## config.mk

```make
export PLATFORM = sky130hd
export DESIGN_NAME = pdc_top
export DESIGN_NICKNAME = d
export VERILOG_FILES = /design/src/pdc_pkg.sv /design/src/pdc_sync.sv /design/src/pdc_parity.sv /design/src/pdc_top.sv
export SDC_FILE = /design/constraint.sdc
export NUM_CORES = 1
export LEC_CHECK = 0
export ABC_AREA = 0
export BUFFER_PORTS_ARGS = -buffer_cell sky130_fd_sc_hd__buf_2
export CAP_MARGIN = 20
export CORE_ASPECT_RATIO = 0.75
export CORE_MARGIN = 8
export CORE_UTILIZATION = 32
export DETAILED_ROUTE_END_ITERATION = 7
export MAX_ROUTING_LAYER = met4
export SLEW_MARGIN = 20
export SYNTH_ARGS = -nofsm -noshare
export SYNTH_HDL_FRONTEND = slang
export SYNTH_HIERARCHICAL = 1
export SYNTH_SLANG_ARGS = --single-unit
```

## constraint.sdc

```tcl
create_clock -name clock -period 7.82 [get_ports clock]
set_clock_uncertainty 0.1 [all_clocks]
set_input_delay 0.782 -clock clock [delete_from_list [all_inputs] [get_ports clock]]
set_output_delay 0.782 -clock clock [all_outputs]
set_load 0.02 [all_outputs]
```

## src/pdc_pkg.sv

```systemverilog
/*
  Constants, types and decode helpers for the paged DRAM controller.
  Assumes a single 125 MHz clock domain shared by every design file.
*/
// Behaviour
// - On a page hit the row strobe stays low and only a column strobe is issued.
// - An active-low refresh strobe is produced with a refresh row that walks 512 rows.
// - The refresh interval is a software-writable count of clocks.
// - The refresh strobe is also driven on a separate buffered pin when the jumper selects it.
// - Between zero and three wait clocks are added to every memory or I/O cycle.
// - Command delay and wait counts come from a software-writable timing register.
// - On-board DRAM is two word-interleaved banks, each kept open in page mode.
// - On-board DRAM covers the lowest 4 MB of the address space, less the backplane hole from 0A0000 to 0EFFFF.
// - DRAM moves 16 data bits with one parity bit beside each byte lane.
// - Parity is generated on writes and checked on reads, flagging a mismatch in any byte lane enabled for the read.
// - With shadowing, EPROM data may be copied into RAM and that region then served from RAM.
// - After power-on the configuration is loaded from stored values or from defaults.
// - Backplane transfers other than EPROM cycles follow the card's width pin, splitting 16-bit words for 8-bit cards.
// - The processor address is 24 bits, spanning 16 MB.
package pdc_pkg;

  ////////////////////////////////////////////////////////////////////////////////
  // Timing.
  localparam int CLK_NS = 8;
  localparam int PRE_NS = 40;
  localparam int RCD_NS = 20;
  localparam int CAS_NS = 30;
  localparam int REF_NS = 80;
  localparam int REFRESH_PERIOD_NS = 15600;
  // Least times round up to whole clocks.
  localparam logic [3:0] PRE_CYC = 4'((PRE_NS + CLK_NS - 1) / CLK_NS);
  localparam logic [3:0] RCD_CYC = 4'((RCD_NS + CLK_NS - 1) / CLK_NS);
  localparam logic [3:0] CAS_CYC = 4'((CAS_NS + CLK_NS - 1) / CLK_NS);
  localparam logic [3:0] REF_CYC = 4'((REF_NS + CLK_NS - 1) / CLK_NS);
  // A refresh period is a longest time, so it rounds down.
  localparam logic [11:0] DEF_REFRESH = 12'(REFRESH_PERIOD_NS / CLK_NS);

  ////////////////////////////////////////////////////////////////////////////////
  // Register map and fields.
  localparam logic [3:0] REG_REFRESH = 4'h0;
  localparam logic [3:0] REG_TIMING = 4'h1;
  localparam logic [3:0] REG_STATUS = 4'h2;
  localparam int TIM_MEM_WS_LSB = 0;
  localparam int TIM_IO_WS_LSB = 2;
  localparam int TIM_DLY_LSB = 4;
  localparam int TIM_SHADOW_COPY = 6;
  localparam int TIM_SHADOW_EN = 7;
  localparam int STAT_PERR = 0;
  localparam int STAT_HIT = 1;
  localparam int STAT_ROW_LSB = 2;
  localparam logic [7:0] DEF_TIMING = 8'h1D;

  ////////////////////////////////////////////////////////////////////////////////
  // Address map.
  localparam logic [23:0] DRAM_TOP = 24'h400000;
  localparam logic [23:0] HOLE_LO = 24'h0A0000;
  localparam logic [23:0] SHADOW_LO = 24'h0F0000;
  localparam logic [23:0] SHADOW_HI = 24'h100000;
  localparam int BANK_BIT = 1;
  localparam int COL_LSB = 2;
  localparam int ROW_LSB = 12;

  typedef enum logic [6:0] {
    ST_IDLE = 7'h01,
    ST_PRE = 7'h02,
    ST_RAS = 7'h04,
    ST_CAS = 7'h08,
    ST_BUS = 7'h10,
    ST_GAP = 7'h20,
    ST_REF = 7'h40
  } pdc_state_e;

  typedef enum logic [1:0] {
    TGT_DRAM = 2'h0,
    TGT_BUS = 2'h1,
    TGT_ROM = 2'h2,
    TGT_IO = 2'h3
  } pdc_tgt_e;

  // Picks the target of a cycle; the shadow window overrides the on-board DRAM range.
  function automatic pdc_tgt_e pdc_decode(input logic [23:0] a, input logic io,
                                          input logic wr, input logic [7:0] tim);
    if (io) begin
      return TGT_IO;
    end else if (a >= SHADOW_LO && a < SHADOW_HI) begin
      if (tim[TIM_SHADOW_EN] || (tim[TIM_SHADOW_COPY] && wr)) begin
        return TGT_DRAM;
      end
      return TGT_ROM;
    end else if (a >= HOLE_LO && a < SHADOW_LO) begin
      return TGT_BUS;
    end else if (a < DRAM_TOP) begin
      return TGT_DRAM;
    end
    return TGT_BUS;
  endfunction

endpackage

```

## src/pdc_sync.sv

```systemverilog
/*
  Three-flop input synchroniser with agreement filter.
  Assumes inputs are asynchronous pins; output is a clean level on clock.
*/
module pdc_sync #(
  parameter int W = 1
) (
  input wire logic clock,
  input wire logic nrst,
  input wire logic [W-1:0] d,
  output logic [W-1:0] q
);

  logic [W-1:0] s1;
  logic [W-1:0] s2;
  logic [W-1:0] s3;

  // The first stage feeds only the second; a bit changes once stages two and three agree.
  always_ff @(posedge clock or negedge nrst) begin
    if (!nrst) begin
      s1 <= '0;
      s2 <= '0;
      s3 <= '0;
      q <= '0;
    end else begin
      s1 <= d;
      s2 <= s1;
      s3 <= s2;
      q <= (s2 & s3) | (q & (s2 | s3));
    end
  end

endmodule

```

## src/pdc_parity.sv

```systemverilog
/*
  Odd parity for each byte lane of a 16-bit word.
  Assumes a purely combinational use; no state.
*/
module pdc_parity (
  input wire logic [15:0] data,
  output logic [1:0] par
);

  // One parity bit per byte, set so that each lane carries an odd count of ones.
  always_comb begin
    for (int i = 0; i < 2; i++) begin
      par[i] = ~^data[8*i +: 8];
    end
  end

endmodule

```

## src/pdc_top.sv

```systemverilog
/*
  Paged, two-bank interleaved DRAM controller with refresh, parity,
  wait states, EPROM shadowing and backplane width sizing.
  Assumes requests, register strobes, DRAM data and stored configuration
  are on the clock; width and jumper pins are asynchronous.
*/
// Chosen here: the register offsets and the address-and-strobe port.
module pdc_top
  import pdc_pkg::*;
(
  input wire logic clock,
  input wire logic nrst,
  input wire logic req_valid,
  input wire logic req_write,
  input wire logic req_io,
  input wire logic [23:0] req_addr,
  input wire logic [15:0] req_wdata,
  input wire logic [1:0] req_be,
  output logic req_ready,
  output logic rsp_done,
  output logic [15:0] rsp_rdata,
  output logic rsp_perr,
  input wire logic [3:0] reg_addr,
  input wire logic [15:0] reg_wdata,
  input wire logic reg_wr,
  input wire logic reg_rd,
  output logic [15:0] reg_rdata,
  input wire logic nv_valid,
  input wire logic [11:0] nv_refresh,
  input wire logic [7:0] nv_timing,
  output logic [1:0] dram_ras_n,
  output logic [1:0] dram_cas_n,
  output logic dram_we_n,
  output logic [9:0] dram_a,
  output logic [17:0] dram_dq_out,
  output logic dram_dq_oe_n,
  input wire logic [17:0] dram_dq_in,
  output logic refresh_n,
  output logic refresh_bp_n,
  input wire logic refresh_jumper,
  output logic [23:0] bp_addr,
  output logic [15:0] bp_dout,
  output logic bp_oe_n,
  input wire logic [15:0] bp_din,
  output logic bp_cmd_n,
  output logic bp_write,
  output logic bp_io,
  output logic rom_sel,
  input wire logic bp_mem16_n,
  input wire logic bp_io16_n
);

  typedef struct packed {
    pdc_state_e st;
    logic loaded;
    logic [11:0] ref_ivl;
    logic [7:0] timing;
    logic perr;
    logic hit;
    logic [11:0] ref_cnt;
    logic ref_pend;
    logic [8:0] ref_row;
    logic [3:0] cnt;
    logic [1:0] open;
    logic [1:0][9:0] open_row;
    logic wr;
    logic io;
    logic [23:0] addr;
    logic [15:0] wdata;
    logic [1:0] be;
    pdc_tgt_e tgt;
    logic half;
    logic ready;
    logic done;
    logic [15:0] rdata;
    logic rsp_perr;
    logic [1:0] ras_n;
    logic [1:0] cas_n;
    logic we_n;
    logic [9:0] dram_a;
    logic [17:0] dq_out;
    logic dq_oe_n;
    logic ref_n;
    logic ref_bp_n;
    logic [23:0] bp_addr;
    logic [15:0] bp_dout;
    logic bp_oe_n;
    logic bp_cmd_n;
    logic bp_wr;
    logic bp_io;
    logic rom_sel;
    logic [15:0] reg_rdata;
  } pdc_regs_s;

  pdc_regs_s s;
  pdc_regs_s next_s;

  logic [2:0] pins;
  logic mem16_n;
  logic io16_n;
  logic jumper;
  logic [15:0] wsrc;
  logic [1:0] wpar;
  logic [1:0] rpar;

  ////////////////////////////////////////////////////////////////////////////////
  // Pins from the backplane and jumper field are asynchronous.
  pdc_sync #(.W(3)) u_sync (
    .clock(clock),
    .nrst(nrst),
    .d({refresh_jumper, bp_io16_n, bp_mem16_n}),
    .q(pins)
  );
  assign mem16_n = pins[0];
  assign io16_n = pins[1];
  assign jumper = pins[2];

  // Page hits start the column straight from idle, so parity must see the port data then.
  assign wsrc = (s.st == ST_IDLE) ? req_wdata : s.wdata;

  pdc_parity u_wpar (
    .data(wsrc),
    .par(wpar)
  );

  pdc_parity u_rpar (
    .data(dram_dq_in[15:0]),
    .par(rpar)
  );

  ////////////////////////////////////////////////////////////////////////////////
  // Next-state logic for the whole controller.
  always_comb begin
    logic [23:0] a;
    logic wr;
    logic io;
    logic [1:0] be;
    logic bank;
    logic [9:0] row;
    logic [1:0] ws;
    logic narrow;
    logic start_ras;
    logic start_cas;
    logic start_bus;
    logic finish;
    logic expire;
    pdc_tgt_e tgt;
    a = (s.st == ST_IDLE) ? req_addr : s.addr;
    wr = (s.st == ST_IDLE) ? req_write : s.wr;
    io = (s.st == ST_IDLE) ? req_io : s.io;
    be = (s.st == ST_IDLE) ? req_be : s.be;
    bank = a[BANK_BIT];
    row = a[ROW_LSB +: 10];
    tgt = pdc_decode(a, io, wr, s.timing);
    ws = io ? s.timing[TIM_IO_WS_LSB +: 2] : s.timing[TIM_MEM_WS_LSB +: 2];
    narrow = io ? io16_n : mem16_n;
    start_ras = 1'b0;
    start_cas = 1'b0;
    start_bus = 1'b0;
    finish = 1'b0;
    next_s = s;
    next_s.done = 1'b0;
    next_s.reg_rdata = 16'h0000;

    // Stored configuration is taken once, on the first edge after reset.
    if (!s.loaded) begin
      next_s.loaded = 1'b1;
      next_s.ref_ivl = nv_valid ? nv_refresh : DEF_REFRESH;
      next_s.timing = nv_valid ? nv_timing : DEF_TIMING;
    end

    // Refresh timer; an interval of zero stops refresh requests.
    expire = s.loaded && (s.ref_ivl != 12'h000) && (s.ref_cnt >= s.ref_ivl - 12'h001);
    next_s.ref_cnt = expire ? 12'h000 : s.ref_cnt + 12'h001;
    next_s.ref_pend = s.ref_pend | expire;

    unique case (s.st)
      ST_IDLE: begin
        if (s.ready && req_valid) begin
          next_s.ready = 1'b0;
          next_s.wr = req_write;
          next_s.io = req_io;
          next_s.addr = req_addr;
          next_s.wdata = req_wdata;
          next_s.be = req_be;
          next_s.tgt = tgt;
          next_s.half = 1'b0;
          next_s.rdata = 16'h0000;
          if (tgt == TGT_DRAM) begin
            // Each bank keeps its own open row, so alternate words hit both pages.
            next_s.hit = s.open[bank] && (s.open_row[bank] == row);
            if (s.open[bank] && (s.open_row[bank] == row)) begin
              start_cas = 1'b1;
            end else if (s.open[bank]) begin
              next_s.ras_n[bank] = 1'b1;
              next_s.open[bank] = 1'b0;
              next_s.cnt = PRE_CYC - 4'h1;
              next_s.st = ST_PRE;
            end else begin
              start_ras = 1'b1;
            end
          end else begin
            start_bus = 1'b1;
          end
        end else if (s.ref_pend) begin
          // Refresh closes both pages, so it starts with a full precharge.
          next_s.ready = 1'b0;
          next_s.ras_n = 2'b11;
          next_s.open = 2'b00;
          next_s.cnt = PRE_CYC + REF_CYC - 4'h1;
          next_s.st = ST_REF;
        end else begin
          next_s.ready = s.loaded;
        end
      end
      ST_PRE: begin
        next_s.cnt = s.cnt - 4'h1;
        if (s.cnt == 4'h0) begin
          start_ras = 1'b1;
        end
      end
      ST_RAS: begin
        next_s.cnt = s.cnt - 4'h1;
        if (s.cnt == 4'h0) begin
          start_cas = 1'b1;
        end
      end
      ST_CAS: begin
        next_s.cnt = s.cnt - 4'h1;
        if (s.cnt == 4'h0) begin
          // Only the column strobe falls back; the row stays open for the next hit.
          next_s.cas_n = 2'b11;
          next_s.we_n = 1'b1;
          next_s.dq_oe_n = 1'b1;
          if (!s.wr) begin
            next_s.rdata = dram_dq_in[15:0];
            next_s.rsp_perr = |((rpar ^ dram_dq_in[17:16]) & s.be);
          end else begin
            next_s.rsp_perr = 1'b0;
          end
          finish = 1'b1;
        end
      end
      ST_BUS: begin
        next_s.cnt = s.cnt - 4'h1;
        if (s.cnt == 4'h0) begin
          next_s.bp_cmd_n = 1'b1;
          next_s.bp_oe_n = 1'b1;
          next_s.rsp_perr = 1'b0;
          // The card's width is sampled as the command ends.
          if (!narrow || s.tgt == TGT_ROM) begin
            next_s.rdata = bp_din;
            finish = 1'b1;
          end else if (!s.half && (s.be == 2'b11)) begin
            next_s.rdata[7:0] = bp_din[7:0];
            next_s.half = 1'b1;
            next_s.st = ST_GAP;
          end else if (s.half || (s.be == 2'b10)) begin
            next_s.rdata[15:8] = bp_din[7:0];
            finish = 1'b1;
          end else begin
            next_s.rdata[7:0] = bp_din[7:0];
            finish = 1'b1;
          end
        end
      end
      ST_GAP: begin
        // One idle clock between the two byte commands of a split word.
        start_bus = 1'b1;
      end
      ST_REF: begin
        next_s.cnt = s.cnt - 4'h1;
        if (s.cnt <= REF_CYC) begin
          next_s.ras_n = 2'b00;
          next_s.ref_n = 1'b0;
          next_s.dram_a = {1'b0, s.ref_row};
        end
        if (s.cnt == 4'h0) begin
          next_s.ras_n = 2'b11;
          next_s.ref_n = 1'b1;
          next_s.ref_row = s.ref_row + 9'h001;
          next_s.ref_pend = expire; // Pending set wins over this completion.
          next_s.ready = !expire;
          next_s.st = ST_IDLE;
        end
      end
    endcase

    // Open the row of the addressed bank.
    if (start_ras) begin
      next_s.dram_a = row;
      next_s.ras_n[bank] = 1'b0;
      next_s.open[bank] = 1'b1;
      next_s.open_row[bank] = row;
      next_s.cnt = RCD_CYC - 4'h1;
      next_s.st = ST_RAS;
    end

    // Column access with stored parity and configured wait clocks.
    if (start_cas) begin
      next_s.dram_a = a[COL_LSB +: 10];
      next_s.cas_n = ~be;
      next_s.we_n = ~wr;
      next_s.dq_out = {wpar, wsrc};
      next_s.dq_oe_n = ~wr;
      next_s.cnt = CAS_CYC - 4'h1 + {2'b00, ws};
      next_s.st = ST_CAS;
    end

    // Backplane, EPROM or I/O command; the high byte is copied to the low lane for the second half of a split word or a high-byte-only cycle.
    if (start_bus) begin
      next_s.bp_addr = {a[23:1], a[0] | next_s.half | (be == 2'b10)};
      next_s.bp_dout = {wsrc[15:8], (next_s.half || be == 2'b10) ? wsrc[15:8] : wsrc[7:0]};
      next_s.bp_oe_n = ~wr;
      next_s.bp_wr = wr;
      next_s.bp_io = (tgt == TGT_IO);
      next_s.rom_sel = (tgt == TGT_ROM);
      next_s.bp_cmd_n = 1'b0;
      next_s.cnt = {2'b00, s.timing[TIM_DLY_LSB +: 2]} + {2'b00, ws};
      next_s.st = ST_BUS;
    end

    if (finish) begin
      next_s.done = 1'b1;
      next_s.ready = !next_s.ref_pend;
      next_s.st = ST_IDLE;
    end

    // Register writes; the configuration steers refresh, waits and shadowing.
    if (reg_wr) begin
      unique case (reg_addr)
        REG_REFRESH: next_s.ref_ivl = reg_wdata[11:0];
        REG_TIMING: next_s.timing = reg_wdata[7:0];
        REG_STATUS: next_s.perr = s.perr & ~reg_wdata[STAT_PERR];
        default: next_s.perr = next_s.perr;
      endcase
    end
    // A parity fault in the same cycle as its clear is kept.
    if (finish && next_s.rsp_perr) begin
      next_s.perr = 1'b1;
    end

    // Read data stand only in the cycle after the read strobe.
    if (reg_rd) begin
      unique case (reg_addr)
        REG_REFRESH: next_s.reg_rdata = {4'h0, s.ref_ivl};
        REG_TIMING: next_s.reg_rdata = {8'h00, s.timing};
        REG_STATUS: next_s.reg_rdata = {5'h00, s.ref_row, s.hit, s.perr};
        default: next_s.reg_rdata = 16'h0000;
      endcase
    end

    next_s.ref_bp_n = next_s.ref_n | ~jumper;
  end

  ////////////////////////////////////////////////////////////////////////////////
  // State register; every strobe starts inactive.
  always_ff @(posedge clock or negedge nrst) begin
    if (!nrst) begin
      s <= '0;
      s.st <= ST_IDLE;
      s.ras_n <= 2'b11;
      s.cas_n <= 2'b11;
      s.we_n <= 1'b1;
      s.dq_oe_n <= 1'b1;
      s.ref_n <= 1'b1;
      s.ref_bp_n <= 1'b1;
      s.bp_oe_n <= 1'b1;
      s.bp_cmd_n <= 1'b1;
    end else begin
      s <= next_s;
    end
  end

  // Outputs come straight from the state register.
  assign req_ready = s.ready;
  assign rsp_done = s.done;
  assign rsp_rdata = s.rdata;
  assign rsp_perr = s.rsp_perr;
  assign reg_rdata = s.reg_rdata;
  assign dram_ras_n = s.ras_n;
  assign dram_cas_n = s.cas_n;
  assign dram_we_n = s.we_n;
  assign dram_a = s.dram_a;
  assign dram_dq_out = s.dq_out;
  assign dram_dq_oe_n = s.dq_oe_n;
  assign refresh_n = s.ref_n;
  assign refresh_bp_n = s.ref_bp_n;
  assign bp_addr = s.bp_addr;
  assign bp_dout = s.bp_dout;
  assign bp_oe_n = s.bp_oe_n;
  assign bp_cmd_n = s.bp_cmd_n;
  assign bp_write = s.bp_wr;
  assign bp_io = s.bp_io;
  assign rom_sel = s.rom_sel;

endmodule

```

==> metrics.log, run 1 <==
[metrics] run status: completed
[metrics] shortest period the worst path allows: 4970 ps
[metrics] cell area after technology mapping: between 10000 and 15000 um2
[metrics] core area: roughly 41000 um2
[metrics] XOR/XNOR share of the synthesized area: 4.47%
[metrics] number of remaining DRC errors: 0
[metrics] flop-to-flop setup slack: about 2800 ps
[metrics] H-tree levels: 1
[metrics] number of nets in the finished design: 1687
[metrics] average size of a mapped cell: between 9 and 10 um2
[metrics] flip-flop and latch count after synthesis: roughly 250
[metrics] Top Ports: about 240
[metrics] overall overflow remaining after global route: 0
[metrics] CP Launch Type: register
[metrics] Crit Reg-Reg Startpoint: s[235]
[metrics] area fraction in compound gates after synthesis: about 13%
[metrics] Cell Rows: 64
[metrics] worst IR drop on VDD: around 0.15 mV
[metrics] number of gates resized after CTS: 0
[metrics] clock input transition at the sequential cells of the worst setup and hold paths: roughly 60 ps
[metrics] sequential share of the synthesized area: between 40 and 50%
[metrics] HP Class: in -> async
[metrics] mux contribution to synthesized area: approximately 4.8%
[metrics] number of standard cells after synthesis: between 1000 and 1500
[metrics] ys flop type: sky130_fd_sc_hd__dfrtp_1
[metrics] period utilization: between 60% and 70%
[metrics] highest clock rate: roughly 200 MHz
[metrics] CTS Hold Buffers Added: 0
[metrics] pin count of the biggest net entering global routing: 111
[metrics] Yosys warning count: 6
[metrics] PwrDens: 195 nW/um2
[metrics] number of distinct standard cells referenced by the synthesized netlist: 76
[metrics] vias in the first global route: about 11000
[metrics] hold violation total from the final report: 0
[metrics] type of the worst setup path: reg -> reg
[metrics] share of post-route cells with drive strength above 1: between 20 and 25%
[metrics] measured slew at the worst slew-check pin: 1050 ps
[metrics] 1st-iter DRT viols: roughly 800
[metrics] leakage power of the design: around 7.4 nW
[metrics] global-route wire length before repair: 61400 um
[metrics] final hold slack: 175 ps
[metrics] Max-Cap Viols: 0
[metrics] GPL Wtd Cong: roughly 0.86
[metrics] Setup Total Neg Slack: 0 ps
[metrics] most common library cell in the layout ignoring fill and taps: sky130_fd_sc_hd__nand2_1
[metrics] final setup vio count: 0
[metrics] maximum buffer depth of the clock tree: 3
[metrics] basic-gate share of the synthesized area counting and, or, nand and nor cells: between 10% and 20%
[metrics] max-slew violation count: 0
[metrics] I/O Buffers: 234
[metrics] area growth from synthesis to layout: 13.7%
[metrics] clk_lat worst skew: between 500 and 600 ps
[metrics] first-pass iteration count of the detailed router: 6
[metrics] proportion of synthesized flip-flops having asynchronous set or reset: 100%
[metrics] Post-Synth Adder-Cell Area: between 2 and 2.5%
[metrics] critical path fanouts, max: about 40
[metrics] HPWL after detailed placement: approximately 29000 um
[metrics] Inserted Clock Buffers: 29
[metrics] number of antenna violations at the first check in global routing: 1
[metrics] crit path capture type: register
[metrics] final wirelength: between 30000 and 40000 um
[metrics] max-slew headroom at the worst pin: around 30%
[metrics] via-per-instance ratio: 5.00
[metrics] die boundary width: around 250 um
[metrics] area of the die: between 40000 and 50000 um2
[metrics] total vias in the final route: 10400
[metrics] number of cells on the worst reg-to-reg path: 12
[metrics] Wirelength per Cell: roughly 19 um
[metrics] clock tree from TritonCTS: done
[metrics] Post-CTS Setup Repair Bufs: 0
[metrics] dominant combinational cell family by area after synthesis: simple AND/OR/NAND/NOR gates
[metrics] capture instance of the worst register-to-register path: s[186]
[metrics] setup repair after global routing missed its margin: no
[metrics] Data arrival, critical path: 5320 ps
[metrics] remaining number of nets flagged by the antenna check after routing: 0
[metrics] required time at the worst-slack endpoint: just over 8000 ps
[metrics] aggregate global-route resource usage: between 10% and 20%
[metrics] Initial Utilization: around a third
[metrics] highest-count cells in the layout ignoring fill and taps: sky130_fd_sc_hd__nand2_1, sky130_fd_sc_hd__dfrtp_1, sky130_fd_sc_hd__buf_2, sky130_fd_sc_hd__nor2_1, sky130_fd_sc_hd__a21oi_1
[metrics] CTS sink cnt: roughly 250
[metrics] number of flops mapped to enable cells by yosys: 0
[metrics] chip height: approximately 190 um
[metrics] library cell used as clock root buffer: sky130_fd_sc_hd__clkbuf_16
## critical path, cell delays in order, from the launching register on
cell	delay, ps
sky130_fd_sc_hd__dfrtp_1	510
sky130_fd_sc_hd__nor4b_4	680
sky130_fd_sc_hd__nand2_1	690
sky130_fd_sc_hd__buf_4	460
sky130_fd_sc_hd__nor4_1	210
sky130_fd_sc_hd__a2bb2oi_1	150
sky130_fd_sc_hd__nand2b_1	220
sky130_fd_sc_hd__nor2_1	500
sky130_fd_sc_hd__a31o_2	270
sky130_fd_sc_hd__buf_4	440
sky130_fd_sc_hd__nor3_2	160
sky130_fd_sc_hd__nand2_1	150
sky130_fd_sc_hd__mux2_4	300
## metal layers
metal / vias to the layer above / routed length, um / GRT usage, %
met2: 318 / 18400 / 26.1
met1: 5086 / 17800 / 21.9
li1: 4978 / - / -
met5: - / 0 / -
met3: 50 / 2440 / 3.14
met4: 0 / 797 / 3.73
## metrics by stage
step	instances	util [%]	cell area (um2)	setup slack, ps	total power [mW]
after detailed placement	2036	34.5	14000	2940	1.62
after CTS	2085	36.7	14900	2930	2.96
after global placement	2036	34.5	14000	3040	1.62
after floorplan	1433	-	13100	4290	1.51
final	2086	36.7	14900	2850	2.91
after global routing	2086	36.7	14900	2580	3.05
## where the power goes
part | leakage (nW) | internal (mW) | switching, mW
Sequential | 3.28 | 1.32 | 0.0392
Clock | 0.445 | 0.770 | 0.545
Combinational | 3.65 | 0.105 | 0.137
Total | 7.37 | 2.19 | 0.721
## sequential cells by signal, indices dropped and copies added (netlist names), 2 cells and up, named ones only
register,count
u_sync/s2,3
dram_a,10
dram_dq_out,18
s,105
dram_cas_n,2
bp_dout,16
reg_rdata,12
rsp_rdata,16
bp_addr,24
u_sync/s3,3
dram_ras_n,2
u_sync/q,3
u_sync/s1,3
## synthesized netlist by cell type (13+ instances only)
cell type | count | area (um2)
sky130_fd_sc_hd__mux2i_1 | 38 | 380
sky130_fd_sc_hd__ha_1 | 20 | 250
sky130_fd_sc_hd__mux2_2 | 18 | 203
sky130_fd_sc_hd__a22oi_1 | 29 | 218
sky130_fd_sc_hd__nand2_1 | 297 | 1110
sky130_fd_sc_hd__o21ai_0 | 66 | 330
sky130_fd_sc_hd__nand4_1 | 13 | 81.3
sky130_fd_sc_hd__xnor2_1 | 56 | 490
sky130_fd_sc_hd__buf_4 | 108 | 811
sky130_fd_sc_hd__dfrtp_1 | 238 | 5960
sky130_fd_sc_hd__a21oi_1 | 89 | 445
sky130_fd_sc_hd__clkbuf_1 | 49 | 184
sky130_fd_sc_hd__nor3_1 | 21 | 105
sky130_fd_sc_hd__o22ai_1 | 13 | 81.3
sky130_fd_sc_hd__nor2_1 | 148 | 556
sky130_fd_sc_hd__inv_1 | 25 | 93.8
## cells by family (layout without fill, tap and decap cells)
group,Yosys count,after routing
compound gates,275,275
xor+xnor,67,67
fa+ha+maj,24,24
buf+inv,201,325
flops,248,248
mux,59,59
other cells,2,6
simple gates,554,554
## how the worst max path moves through the flow
stage | cells past startpoint | slack (ps) | end | from
after global routing | 11 | 2580 | register | s[235]
after CTS | 12 | 2930 | s[186] | s[234]
after floorplan | 11 | 4290 | s[186] | s[234]
after detailed placement | 12 | 2940 | s[186] | s[235]
final | 12 | 2850 | s[186] | s[235]
after global placement | 12 | 3040 | s[186] | s[235]
## final cells by class
cell class	instances	area [um2]
Inverter	26	97.6
Clock inverter	9	98.8
Fill cell	4092	25700
Sequential cell	248	6220
Multi-Input combinational cell	984	5740
Timing Repair Buffer	250	1300
Clock buffer	40	797
Tap cell	528	661
Antenna cell	1	2.50
Power figures use the tool's default switching activity.
==> run 2, diff against run 1 <==
- clock period: 7.82 -> 4.5 ns (I/O delays scaled with it)
==> metrics.log, run 2 (synthesis gave the netlist of run 1 again) <==
[metrics] measured slew at the worst slew-check pin: 920 ps (was 1050 ps)
[metrics] GPL Wtd Cong: 0.916 (was 0.863)
[metrics] sequential power share: 46.0% (was 46.6%)
[metrics] number of nets in the finished design: 1752 (was 1687)
[metrics] Top Ports: 243 (unchanged)
[metrics] crit path capture type: register (unchanged)
[metrics] library cell used as clock root buffer: sky130_fd_sc_hd__clkbuf_16 (unchanged)
[metrics] type of the worst setup path: reg -> reg (unchanged)
[metrics] area of the die: 47800 um2 (unchanged)
[metrics] highest-count cells in the layout ignoring fill and taps: sky130_fd_sc_hd__nand2_1, sky130_fd_sc_hd__dfrtp_1, sky130_fd_sc_hd__buf_2, sky130_fd_sc_hd__nor2_1, sky130_fd_sc_hd__a21oi_1 (unchanged)
[metrics] number of antenna violations at the first check in global routing: 2 (was 1)
[metrics] core area: 40600 um2 (unchanged)
[metrics] period utilization: 92.1% (was 63.6%)
[metrics] aggregate global-route resource usage: 17.2% (was 16.5%)
[metrics] Hold Crit Start: req_addr[11]
[metrics] leakage power of the design: 7.67 nW (was 7.37 nW)
[metrics] capture instance of the worst register-to-register path: s[187] (was s[186])
[metrics] final setup vio count: 0 (unchanged)
[metrics] register area: 6220 um2 (unchanged)
[metrics] total area of multi-input combinational cells: 5740 um2 (unchanged)
[metrics] Wirelength per Cell: 18.8 um (was 18.9 um)
[metrics] critical path fanouts, max: 12 (was 41)
[metrics] share of total power consumed by net switching: 24.2% (was 24.7%)
[metrics] flop-to-flop setup slack: 350 ps (was 2850 ps)
[metrics] final hold slack: 24.9 ps (was 175 ps)
[metrics] PwrDens: 330 nW/um2 (was 195 nW/um2)
[metrics] final wirelength: 40600 um (was 39400 um)
[metrics] clock tree from TritonCTS: done (unchanged)
[metrics] Cell Rows: 64 (unchanged)
[metrics] required time at the worst-slack endpoint: 4830 ps (was 8170 ps)
[metrics] Post-CTS Setup Repair Bufs: 0 (unchanged)
[metrics] max-slew headroom at the worst pin: 38.7% (was 30.3%)
[metrics] H-tree levels: 1 (unchanged)
[metrics] max-slew violation count: 0 (unchanged)
[metrics] overall overflow remaining after global route: 0 (unchanged)
[metrics] die boundary width: 250 um (unchanged)
[metrics] worst IR drop on VDD: 0.281 mV (was 0.149 mV)
[metrics] I/O Buffers: 234 (unchanged)
[metrics] cell internal power dissipation: 3.89 mW (was 2.19 mW)
[metrics] HPWL after detailed placement: 29800 um (was 28800 um)
[metrics] flip-flop count of the largest register, all copies and words added: 105 (unchanged)
[metrics] clock input transition at the sequential cells of the worst setup and hold paths: 60 ps (about the same)
[metrics] Most flops, register: s (unchanged)
[metrics] remaining number of nets flagged by the antenna check after routing: 0 (unchanged)
[metrics] HP Class: in -> reg (was in -> async)
[metrics] most common library cell in the layout ignoring fill and taps: sky130_fd_sc_hd__nand2_1 (unchanged)
[metrics] Max-Cap Viols: 0 (unchanged)
[metrics] 1st-iter DRT viols: 901 (was 822)
[metrics] Inserted Clock Buffers: 28 (was 29)
[metrics] clk_lat worst skew: 560 ps (about the same)
[metrics] maximum buffer depth of the clock tree: 3 (unchanged)
[metrics] chip height: 191 um (unchanged)
[metrics] Setup Total Neg Slack: 0 ps (unchanged)
[metrics] CP Launch Type: register (unchanged)
[metrics] highest clock rate: 241 MHz (was 201 MHz)
[metrics] Crit Reg-Reg Startpoint: s[235] (unchanged)
[metrics] Layout fillers: 4019 (was 4092)
[metrics] global-route wire length before repair: 63800 um (was 61400 um)
[metrics] total vias in the final route: 10700 (was 10400)
[metrics] setup repair after global routing missed its margin: no (unchanged)
[metrics] number of remaining DRC errors: 0 (unchanged)
[metrics] hold violation total from the final report: 0 (unchanged)
[metrics] pin count of the biggest net entering global routing: 116 (was 111)
[metrics] share of post-route cells with drive strength above 1: 22.7% (was 22.1%)
[metrics] Data arrival, critical path: 4480 ps (was 5320 ps)
[metrics] via-per-instance ratio: 4.97 (was 5.00)
[metrics] Clk network pwr share: 45.3% (was 45.1%)
[metrics] WHS Path Cells: 3
[metrics] CTS sink cnt: 248 (unchanged)
[metrics] first-pass iteration count of the detailed router: 8 (was 6)
[metrics] number of cells on the worst reg-to-reg path: 11 (was 12)
[metrics] area growth from synthesis to layout: 18.5% (was 13.7%)
[metrics] shortest period the worst path allows: 4150 ps (was 4970 ps)
[metrics] vias in the first global route: 10800 (was 10500)
[metrics] run status: completed (unchanged)
[metrics] Initial Utilization: 32.3% (unchanged)
[metrics] share of power burned in combinational logic: 8.7% (was 8.3%)
[metrics] hold worst-path end: s[148]
[metrics] Net Switching: 1.24 mW (was 0.721 mW)
-- run 2: cell count changes in the layout (fill, tap and decap cells not counted), moves of 2 or more --
cell,change
sky130_fd_sc_hd__buf_4,+25
sky130_fd_sc_hd__buf_12,+2
sky130_fd_sc_hd__dlygate4sd3_1,+39
sky130_fd_sc_hd__clkinv_2,-3
-- run 2: power groups by stage --
stage               clock (mW)  combinational (mW)  sequential [mW]
global placement             0               0.413             2.40
detailed placement           0               0.424             2.40
floorplan                    0               0.241             2.38
CTS                       2.41               0.453             2.36
finish                    2.33               0.446             2.36
global route              2.48               0.503             2.37
-- run 2: area by class of cell --
type,instances,area share (%)
Multi-Input combinational cell,984,36.9
Sequential cell,248,40.0
Inverter,26,0.627
Clock buffer,41,5.15
Antenna cell,2,0.0322
Tap cell,528,4.25
Timing Repair Buffer,316,12.3
Clock inverter,7,0.724
-- run 2: worst max-delay path by stage --
stage          startpoint        end  slack (ps)  cells after the start
6_report           s[235]     s[187]         350                     11
3_3_place_gp       s[234]     s[187]         370                     11
2_1_floorplan      s[234]     s[186]         970                     11
3_5_place_dp       s[234]     s[187]         330                     11
4_1_cts            s[235]     s[187]         320                     11
5_1_grt            s[235]  dram_a[3]          40                     11
-- run 2: timing repair --
| action | in CTS | in global routing |
|---|---|---|
| hold buffers | 39 | 0 |
| hold endpoints to repair | 149 | 0 |
| setup endpoints to repair | 0 | 0 |
| resized for setup | 0 | 0 |
-- run 2: per-stage QoR --
step / std cells / utilization, % / instance area, um2 / setup slack (ps) / total power, mW
floorplan: 1433 / - / 13100 / 971 / 2.62
global placement: 2063 / 35.1 / 14200 / 373 / 2.81
detailed placement: 2063 / 35.1 / 14200 / 331 / 2.83
CTS: 2150 / 38.3 / 15500 / 319 / 5.22
global route: 2152 / 38.3 / 15600 / 40.7 / 5.35
finish: 2152 / 38.3 / 15600 / 354 / 5.13
-- run 2: worst max-delay path, stage by stage (launching register included) --
cell and delay, ps:
sky130_fd_sc_hd__dfrtp_1 490, sky130_fd_sc_hd__or4b_4 710, sky130_fd_sc_hd__nor2_8 290, sky130_fd_sc_hd__buf_4 210, sky130_fd_sc_hd__or4_1 120, sky130_fd_sc_hd__a2bb2oi_1 300, sky130_fd_sc_hd__nand2b_1 210, sky130_fd_sc_hd__nor2_1 150
sky130_fd_sc_hd__a22o_1 280, sky130_fd_sc_hd__nor2_1 680, sky130_fd_sc_hd__nand2_1 160, sky130_fd_sc_hd__mux2_4 330
-- run 2: per-layer routing --
metal	share of wire [%]	track usage (%)	vias up
met4	2.3	4.23	0
met2	46	26.5	322
li1	-	-	5114
met1	45	22.6	5217
met5	0	-	-
met3	7.2	4.21	53
